### src/rtl/fpcs_regs.svh
// Command codes, counts and timing constants of the flash command sequencer.
`ifndef FPCS_REGS_SVH
`define FPCS_REGS_SVH
`define FPCS_CMD_PROGRAM 8'he8
`define FPCS_CMD_FINAL 8'hd0
`define FPCS_CMD_ERASE 8'h20
`define FPCS_CMD_SUSPEND 8'hb0
`define FPCS_CMD_STATUS_CLEAR 8'h50
`define FPCS_USER_WORDS 8'h04
`define FPCS_DATA_WORDS 8'h01
`define FPCS_PROG_CYCLES 16'h0040
`define FPCS_ERASE_CYCLES 16'h0100
`endif

### src/rtl/fpcs_pkg.sv
// Types shared by the flash command sequencer files.
package fpcs_pkg;
    typedef enum logic [2:0] {
        FPCS_IDLE,
        FPCS_PROG_DATA,
        FPCS_PROG_CLOSE,
        FPCS_ERASE_CLOSE,
        FPCS_SUSPENDED
    } fpcs_issue_type;
endpackage : fpcs_pkg

### src/rtl/fpcs_sequencer.sv
// Command-issuing sequencer for flash program and erase operations.
// What this block does
// - Program is 0xe8, data words, then 0xd0.
// - Programming starts on the last data word.
// - Ready may read 1 before closing byte.
// - New command while awaiting close flags illegal.
// - Overlapping command is flagged illegal, except status clear, suspend during erase, and program or resume once suspended.
// - Resume's 0xd0 closes a pending program.
// - Error unrecoverable after interrupted suspend-time program.
// - Reset abort makes area blank state unknown.
`timescale 1ns/1ns
`include "fpcs_regs.svh"
module fpcs_sequencer (
    input wire logic sys_clk_i,
    input wire logic nrst_i,
    input wire logic cmd_wr_i,
    input wire logic [7:0] cmd_byte_i,
    input wire logic data_wr_i,
    input wire logic [31:0] data_word_i,
    input wire logic data_area_i,
    output logic sequencer_ready_flag_o,
    output logic illegal_cmd_o,
    output logic error_locked_o,
    output logic suspended_o,
    output logic prog_start_o,
    output logic [31:0] prog_word_o,
    output logic prog_word_valid_o,
    output logic area_blank_unknown_o
);
    fpcs_pkg::fpcs_issue_type state_q;
    fpcs_pkg::fpcs_issue_type state_d;
    logic [7:0] words_q;
    logic [7:0] words_d;
    logic illegal_q;
    logic illegal_d;
    logic locked_q;
    logic locked_d;
    logic in_susp_prog_q;
    logic in_susp_prog_d;
    logic interrupted_q;
    logic interrupted_d;
    logic unknown_q;
    logic unknown_d;
    logic start_q;
    logic start_d;
    logic erase_q;
    logic erase_d;
    logic [31:0] word_q;
    logic [31:0] word_d;
    logic word_vld_q;
    logic word_vld_d;
    logic busy;
    logic done;
    logic [7:0] need_words;
    logic word_take;

    fpcs_busy_timer u_timer (
        .sys_clk_i(sys_clk_i),
        .nrst_i(nrst_i),
        .start_i(start_q),
        .erase_i(erase_q),
        .hold_i(state_q == fpcs_pkg::FPCS_SUSPENDED),
        .busy_o(busy),
        .done_o(done)
    );

    assign need_words = data_area_i ? `FPCS_DATA_WORDS : `FPCS_USER_WORDS;
    assign word_take = data_wr_i && state_q == fpcs_pkg::FPCS_PROG_DATA && !illegal_q && !locked_q
        && !(cmd_wr_i && cmd_byte_i == `FPCS_CMD_STATUS_CLEAR);

    always_comb begin
        state_d = state_q;
        words_d = words_q;
        illegal_d = illegal_q;
        locked_d = locked_q;
        in_susp_prog_d = in_susp_prog_q;
        interrupted_d = interrupted_q;
        start_d = 1'b0;
        erase_d = erase_q;
        if (cmd_wr_i && cmd_byte_i == `FPCS_CMD_STATUS_CLEAR) begin
            // A suspend-time program that was broken into cannot be cleared this way.
            if (in_susp_prog_q && interrupted_q) begin
                locked_d = 1'b1;
            end else begin
                illegal_d = 1'b0;
            end
            // Leaving a half-issued command lets the host reissue it after the clear.
            if (state_q != fpcs_pkg::FPCS_IDLE && state_q != fpcs_pkg::FPCS_SUSPENDED) begin
                state_d = in_susp_prog_q ? fpcs_pkg::FPCS_SUSPENDED : fpcs_pkg::FPCS_IDLE;
            end
        end else if (illegal_q || locked_q) begin
            // Refuse everything but status clear while the error stands.
            state_d = state_q;
        end else if (word_take) begin
            words_d = words_q + 8'h01;
            if (words_q + 8'h01 == need_words) begin
                // Starting here means ready can rise before the closing byte arrives.
                start_d = 1'b1;
                erase_d = 1'b0;
                state_d = fpcs_pkg::FPCS_PROG_CLOSE;
            end
        end else if (cmd_wr_i) begin
            unique case (state_q)
                fpcs_pkg::FPCS_IDLE, fpcs_pkg::FPCS_SUSPENDED: begin
                    if (busy && state_q == fpcs_pkg::FPCS_IDLE) begin
                        illegal_d = 1'b1;
                    end else if (cmd_byte_i == `FPCS_CMD_PROGRAM) begin
                        in_susp_prog_d = (state_q == fpcs_pkg::FPCS_SUSPENDED);
                        interrupted_d = 1'b0;
                        words_d = 8'h00;
                        state_d = fpcs_pkg::FPCS_PROG_DATA;
                    end else if (cmd_byte_i == `FPCS_CMD_ERASE
                        && state_q == fpcs_pkg::FPCS_IDLE) begin
                        state_d = fpcs_pkg::FPCS_ERASE_CLOSE;
                    end else if (cmd_byte_i == `FPCS_CMD_FINAL
                        && state_q == fpcs_pkg::FPCS_SUSPENDED) begin
                        state_d = fpcs_pkg::FPCS_IDLE;
                    end else begin
                        illegal_d = 1'b1;
                    end
                end
                fpcs_pkg::FPCS_PROG_DATA: begin
                    // A byte arriving while data words are due breaks the sequence.
                    illegal_d = 1'b1;
                end
                fpcs_pkg::FPCS_PROG_CLOSE: begin
                    if (cmd_byte_i == `FPCS_CMD_FINAL) begin
                        // A resume's 0xd0 lands here and resumes nothing.
                        state_d = in_susp_prog_q ? fpcs_pkg::FPCS_SUSPENDED
                            : fpcs_pkg::FPCS_IDLE;
                        in_susp_prog_d = 1'b0;
                    end else begin
                        interrupted_d = 1'b1;
                        illegal_d = 1'b1;
                    end
                end
                fpcs_pkg::FPCS_ERASE_CLOSE: begin
                    if (cmd_byte_i == `FPCS_CMD_FINAL) begin
                        start_d = 1'b1;
                        erase_d = 1'b1;
                        state_d = fpcs_pkg::FPCS_IDLE;
                    end else begin
                        illegal_d = 1'b1;
                        state_d = fpcs_pkg::FPCS_IDLE;
                    end
                end
            endcase
            if (cmd_byte_i == `FPCS_CMD_SUSPEND && busy && erase_q
                && state_q == fpcs_pkg::FPCS_IDLE) begin
                illegal_d = illegal_q;
                state_d = fpcs_pkg::FPCS_SUSPENDED;
            end
        end
    end

    always_ff @(posedge sys_clk_i or negedge nrst_i) begin
        if (!nrst_i) begin
            state_q <= fpcs_pkg::FPCS_IDLE;
            words_q <= 8'h00;
            illegal_q <= 1'b0;
            locked_q <= 1'b0;
            in_susp_prog_q <= 1'b0;
            interrupted_q <= 1'b0;
            start_q <= 1'b0;
            erase_q <= 1'b0;
        end else begin
            state_q <= state_d;
            words_q <= words_d;
            illegal_q <= illegal_d;
            locked_q <= locked_d;
            in_susp_prog_q <= in_susp_prog_d;
            interrupted_q <= interrupted_d;
            start_q <= start_d;
            erase_q <= erase_d;
        end
    end

    // The word register holds its value between words, so a late reader still sees it.
    always_comb begin
        word_d = word_q;
        word_vld_d = 1'b0;
        if (word_take) begin
            word_d = data_word_i;
            word_vld_d = 1'b1;
        end
    end

    always_ff @(posedge sys_clk_i or negedge nrst_i) begin
        if (!nrst_i) begin
            word_q <= 32'h00000000;
            word_vld_q <= 1'b0;
        end else begin
            word_q <= word_d;
            word_vld_q <= word_vld_d;
        end
    end

    always_comb begin
        unknown_d = unknown_q;
        if (done) begin
            unknown_d = 1'b0;
        end
    end

    always_ff @(posedge sys_clk_i or negedge nrst_i) begin
        if (!nrst_i) begin
            // A reset may have cut an operation short, so blank check is not trusted.
            unknown_q <= 1'b1;
        end else begin
            unknown_q <= unknown_d;
        end
    end

    assign sequencer_ready_flag_o = !busy && !start_q;
    assign illegal_cmd_o = illegal_q || locked_q;
    assign error_locked_o = locked_q;
    assign suspended_o = (state_q == fpcs_pkg::FPCS_SUSPENDED);
    assign prog_start_o = start_q;
    assign prog_word_o = word_q;
    assign prog_word_valid_o = word_vld_q;
    assign area_blank_unknown_o = unknown_q;
endmodule : fpcs_sequencer

### src/rtl/fpcs_busy_timer.sv
// Down counter that models the length of a program or erase operation.
`timescale 1ns/1ns
`include "fpcs_regs.svh"
module fpcs_busy_timer (
    input wire logic sys_clk_i,
    input wire logic nrst_i,
    input wire logic start_i,
    input wire logic erase_i,
    input wire logic hold_i,
    output logic busy_o,
    output logic done_o
);
    logic [15:0] cnt_q;
    logic [15:0] cnt_d;
    logic done_q;
    logic done_d;

    always_comb begin
        cnt_d = cnt_q;
        done_d = 1'b0;
        if (start_i) begin
            cnt_d = erase_i ? `FPCS_ERASE_CYCLES : `FPCS_PROG_CYCLES;
        end else if (cnt_q != 16'h0000 && !hold_i) begin
            cnt_d = cnt_q - 16'h0001;
            done_d = (cnt_q == 16'h0001);
        end
    end

    always_ff @(posedge sys_clk_i or negedge nrst_i) begin
        if (!nrst_i) begin
            cnt_q <= 16'h0000;
            done_q <= 1'b0;
        end else begin
            cnt_q <= cnt_d;
            done_q <= done_d;
        end
    end

    assign busy_o = (cnt_q != 16'h0000);
    assign done_o = done_q;
endmodule : fpcs_busy_timer

### config.mk
export PLATFORM = sky130hd
export DESIGN_NAME = fpcs_sequencer
export DESIGN_NICKNAME = d
export VERILOG_FILES = /design/src/rtl/fpcs_pkg.sv /design/src/rtl/fpcs_sequencer.sv /design/src/rtl/fpcs_busy_timer.sv
export VERILOG_INCLUDE_DIRS = /design/src /design/src/rtl
export SDC_FILE = /design/constraint.sdc
export NUM_CORES = 1
export LEC_CHECK = 0
export ABC_AREA = 1
export BUFFER_PORTS_ARGS = -buffer_cell sky130_fd_sc_hd__buf_2
export CELL_PAD_IN_SITES_DETAIL_PLACEMENT = 0
export CELL_PAD_IN_SITES_GLOBAL_PLACEMENT = 1
export CORE_UTILIZATION = 39
export DETAILED_ROUTE_END_ITERATION = 6
export GPL_TIMING_DRIVEN = 0
export PLACE_DENSITY_LB_ADDON = 0.1
export SLEW_MARGIN = 25
export SYNTH_ARGS = -nofsm -noshare
export SYNTH_HDL_FRONTEND = slang
export SYNTH_SLANG_ARGS = --single-unit
### constraint.sdc
create_clock -name sys_clk_i -period 2.4 [get_ports sys_clk_i]
set_clock_uncertainty 0.15 [all_clocks]
set_input_delay 0.24 -clock sys_clk_i [delete_from_list [all_inputs] [get_ports sys_clk_i]]
set_output_delay 0.24 -clock sys_clk_i [all_outputs]
set_load 0.01 [all_outputs]
==> flow_summary.html <==
<table>
<tr><th>Metric</th><th>Value</th></tr>
<tr><th colspan="2">Outcome</th></tr>
<tr><td>Run status</td><td>complete, no violations</td></tr>
<tr><th colspan="2">Layout</th></tr>
<tr><td>Area added between synthesis and finish</td><td>29.7%</td></tr>
<tr><td>Filler instances</td><td>925</td></tr>
<tr><td>Count of antenna diodes in the layout</td><td>0</td></tr>
<tr><td>Number of nets at the end of the flow</td><td>652</td></tr>
<tr><td>Share of the core filled with cells in the final layout</td><td>51.8%</td></tr>
<tr><td>Share of cells above drive strength 1</td><td>26.6%</td></tr>
<tr><th colspan="2">Worst setup path</th></tr>
<tr><td>Delay contributed by the slowest stage of the critical path</td><td>0.43 ns</td></tr>
<tr><td>Critical path data arrival time</td><td>1.60 ns</td></tr>
<tr><td>Crit. End Element</td><td>output pin</td></tr>
<tr><td>Critical-path cell list</td><td>nor2_4 -&gt; nand2_2 -&gt; nor3_1 -&gt; nand3_1 -&gt; nor2_1 -&gt; buf_2</td></tr>
<tr><td>Worst-path maximum fanout</td><td>4</td></tr>
<tr><td>Kind of critical path</td><td>flip-flop to output pin</td></tr>
<tr><td>Cell type of the slowest stage on the worst timing path</td><td>sky130_fd_sc_hd__dfrtp_1</td></tr>
<tr><td>Category of the worst setup path launch point</td><td>flip-flop</td></tr>
<tr><td>Worst Path Required</td><td>2.01 ns</td></tr>
<tr><th colspan="2">Timing</th></tr>
<tr><td>Slack of the critical path</td><td>0.412 ns</td></tr>
<tr><td>WHS</td><td>0.173 ns</td></tr>
<tr><td>Final worst-path cycle share</td><td>82.8%</td></tr>
<tr><td>Setup Total Neg Slack</td><td>0 ns</td></tr>
<tr><td>Final count of hold timing violations</td><td>0</td></tr>
<tr><td>Maximum clock frequency</td><td>503 MHz</td></tr>
<tr><td>Worst Max-Slew Pin Slew</td><td>0.342 ns</td></tr>
<tr><td>Max-slew violation count</td><td>0</td></tr>
<tr><td>Slew HR</td><td>77.0%</td></tr>
<tr><td>Min cycle time layout</td><td>1.99 ns</td></tr>
<tr><td>RSZ-0062 raised after global routing</td><td>no</td></tr>
<tr><td>Setup violators final</td><td>0</td></tr>
<tr><th colspan="2">Global route</th></tr>
<tr><td>Antenna violations before repair</td><td>0</td></tr>
<tr><td>Gr ovfl total</td><td>0</td></tr>
<tr><td>GR Util All Layers</td><td>19.2%</td></tr>
<tr><td>Vias in the first global route</td><td>3132</td></tr>
<tr><td>Pin count of the biggest net entering global routing</td><td>53</td></tr>
<tr><td>Wire length of the first global-routing pass</td><td>14.9 mm</td></tr>
<tr><th colspan="2">Worst hold path</th></tr>
<tr><td>Classification of the worst-slack hold path</td><td>input port to async pin</td></tr>
<tr><th colspan="2">Yosys</th></tr>
<tr><td>Number of enable-type register cells in the synthesized netlist</td><td>0</td></tr>
<tr><td>Compound-gate portion of the synthesized area</td><td>6.34%</td></tr>
<tr><td>Top cell type's share of synthesized area</td><td>45.6%</td></tr>
<tr><td>Cell variety after synth</td><td>36</td></tr>
<tr><td>Synth Instances</td><td>475</td></tr>
<tr><td>Dominant combinational cell family by area after synthesis</td><td>simple AND/OR/NAND/NOR gates</td></tr>
<tr><td>Count of state elements after synthesis</td><td>68</td></tr>
<tr><td>Adder-cell share of the synthesized area</td><td>1.36%</td></tr>
<tr><td>Most used flip-flop cell after synthesis</td><td>sky130_fd_sc_hd__dfrtp_1</td></tr>
<tr><td>Most area-consuming cells after synthesis</td><td>sky130_fd_sc_hd__dfrtp_1 (46%), sky130_fd_sc_hd__nand2_1 (19%), sky130_fd_sc_hd__nor2_1 (4.2%)</td></tr>
<tr><td>Area share of xor/xnor cells in the synthesized design</td><td>0.477%</td></tr>
<tr><td>Yosys warning count</td><td>0</td></tr>
<tr><td>Commonest cells in the synthesized netlist</td><td>sky130_fd_sc_hd__nand2_1 (183), sky130_fd_sc_hd__dfrtp_1 (67), sky130_fd_sc_hd__nor2_1 (41)</td></tr>
<tr><td>Multiplexer area fraction after synthesis</td><td>0%</td></tr>
<tr><td>Syn_nets</td><td>524</td></tr>
<tr><td>Proportion of register bits with asynchronous set or reset after synthesis</td><td>100%</td></tr>
<tr><td>Dominant cell by count in the synthesized netlist</td><td>sky130_fd_sc_hd__nand2_1</td></tr>
<tr><td>Cell type with the highest aggregate area in the netlist</td><td>sky130_fd_sc_hd__dfrtp_1</td></tr>
<tr><td>Cell area after technology mapping</td><td>3670 µm²</td></tr>
<tr><td>Proportion of synthesized chip area in sequential cells</td><td>46.4%</td></tr>
<tr><td>Simple logic cell fraction of the synthesized area</td><td>38.9%</td></tr>
<tr><td>Average size of a mapped cell</td><td>7.73 µm²</td></tr>
<tr><th colspan="2">Routing</th></tr>
<tr><td>ANT nets after route</td><td>0</td></tr>
<tr><td>Average wire length per cell after detail routing</td><td>12.1 µm</td></tr>
<tr><td>Count of vias placed by the detailed router</td><td>3332</td></tr>
<tr><td>Number of detailed-routing iterations run before antenna repair</td><td>4</td></tr>
<tr><td>Via density</td><td>4.63</td></tr>
<tr><td>Routed wire length</td><td>8.73 mm</td></tr>
<tr><td>DRC errors left</td><td>0</td></tr>
<tr><td>Initial DRC count</td><td>132</td></tr>
<tr><th colspan="2">CTS</th></tr>
<tr><td>Clock net sink count</td><td>68</td></tr>
<tr><td>Clock H-tree levels</td><td>3</td></tr>
<tr><td>Clock root cell</td><td>sky130_fd_sc_hd__clkbuf_8</td></tr>
<tr><td>Insertion delay to the later sink of the worst-skew pair</td><td>0.34 ns</td></tr>
<tr><td>Clock tree from TritonCTS</td><td>done</td></tr>
<tr><td>Worst-case clock buffer depth</td><td>2</td></tr>
<tr><td>Clock-pin transition on the worst setup and hold timing paths</td><td>0.08 ns</td></tr>
<tr><td>CTS Buf Count</td><td>9</td></tr>
<tr><th colspan="2">Floorplan</th></tr>
<tr><td>Row Count</td><td>35</td></tr>
<tr><td>Placeable core region</td><td>9200 µm²</td></tr>
<tr><td>DIE AREA</td><td>9810 µm²</td></tr>
<tr><td>DIE HEIGHT</td><td>99.1 µm</td></tr>
<tr><td>Initial core utilization</td><td>39.9%</td></tr>
<tr><td>Number of I/O pins</td><td>84</td></tr>
<tr><td>Die Span X</td><td>99.1 µm</td></tr>
<tr><th colspan="2">Place</th></tr>
<tr><td>Placer Congestion</td><td>0.839</td></tr>
<tr><td>Post-Place Worst Slack</td><td>0.483 ns</td></tr>
<tr><td>Half-perimeter wire length of the detailed placement result</td><td>6.36 mm</td></tr>
<tr><td>Count of input and output buffers</td><td>83</td></tr>
<tr><th colspan="2">Pwr</th></tr>
<tr><td>Power per standard cell area</td><td>619 nW/µm²</td></tr>
<tr><td>Lkg Pwr</td><td>2.66 nW</td></tr>
<tr><td>Maximum vdd drop</td><td>222 µV</td></tr>
<tr><th colspan="2">Run</th></tr>
<tr><td>Max-cap violations</td><td>0</td></tr>
</table>
==> flip-flops by register name, summed over array words and instances (netlist names) <==
signal	cells
area_blank_unknown_o	1
erase_q	1
error_locked_o	1
illegal_q	1
in_susp_prog_q	1
interrupted_q	1
prog_start_o	1
prog_word_o	32
prog_word_valid_o	1
state_q	3
u_timer.cnt_q	16
u_timer.done_o	1
words_q	8
==> layout make-up <==
class                   count  area, µm²  area share [%]
multi-input cells         349       1730            36.3
plain buffers               9       57.6            1.21
well taps                 111        139            2.92
clock buffers               9        124            2.60
repair buffers            117        776            16.3
flip-flops and latches     68       1700            35.7
clock inverters             7       51.3            1.08
inverters                  49        184            3.86
==> where the power goes <==
part           switching, mW  leakage (nW)  internal [mW]  total (mW)
sequential             0.153         0.883           1.29        1.44
combinational          0.372          1.69          0.286       0.659
clock                  0.472        0.0856          0.378       0.850
==> placed cells by master (no fill, tap or decap), types with 4 or more instances in the layout <==
cell type / n
sky130_fd_sc_hd__a21oi_1: 11
sky130_fd_sc_hd__buf_2: 89
sky130_fd_sc_hd__clkbuf_8: 9
sky130_fd_sc_hd__clkinv_1: 4
sky130_fd_sc_hd__dfrtp_1: 67
sky130_fd_sc_hd__dlygate4sd3_1: 33
sky130_fd_sc_hd__ha_1: 4
sky130_fd_sc_hd__inv_1: 33
sky130_fd_sc_hd__inv_2: 12
sky130_fd_sc_hd__nand2_1: 183
sky130_fd_sc_hd__nand2_2: 11
sky130_fd_sc_hd__nand2_4: 4
sky130_fd_sc_hd__nand3_1: 19
sky130_fd_sc_hd__nand4_1: 10
sky130_fd_sc_hd__nor2_1: 41
sky130_fd_sc_hd__nor2_2: 6
sky130_fd_sc_hd__nor2_4: 7
sky130_fd_sc_hd__o21ai_0: 11
sky130_fd_sc_hd__o21ai_1: 11
==> routing by layer <==
| layer | track usage, % | up-vias | wire [µm] |
|---|---|---|---|
| met4 | 7.13 | 0 | 85 |
| met5 | 0 | - | 0 |
| met1 | 26.0 | 1511 | 4300 |
| met2 | 31.5 | 57 | 4110 |
| met3 | 2.70 | 6 | 230 |
| li1 | - | 1758 | - |
==> cells by family after synthesis <==
| family | count (synthesis) |
|---|---|
| compound gates | 42 |
| buf+inv | 58 |
| flops | 68 |
| fa+ha+maj | 4 |
| simple gates | 301 |
| xor+xnor | 2 |
==> worst max-delay path: cells and delay by family, from the launching register on <==
kind                   cells  cell delay (ns)
DFF                        1             0.43
and+or+nand+nor            5             0.70
buffers and inverters      1             0.13
==> worst paths after layout <==
check / start / cells after the start / endpoint / slack (ns)
setup / recovery: u_timer.cnt_q[6] / 6 / sequencer_ready_flag_o / 0.41
hold / removal: nrst_i / 2 / u_timer.cnt_q[1] / 0.17
setup reg to reg: words_q[0] / 13 / state_q[2] / 0.51
hold reg to reg: u_timer.done_o / 1 / area_blank_unknown_o / 0.21
max in group asynchronous: nrst_i / 3 / state_q[0] / 1.39
min in group sys_clk_i: cmd_wr_i / 5 / illegal_q / 0.19
==> through the flow <==
stage                     instance area, µm²  std cells  power, mW
after floorplan                         3670        475       1.89
after global placement                  4230        669       2.06
after detailed placement                4260        670       2.09
after CTS                               4760        719       2.99
after global routing                    4760        719       3.14
final                                   4760        719       2.95
==> what timing repair did <==
item | CTS | global route
hold buffers | 33 | 0
setup endpoints to repair | 0 | 0
hold endpoints to repair | 100 | 0
setup buffers | 0 | 0
gates resized for setup | 0 | 0
Note: power is estimated with default switching activity, not from simulation.
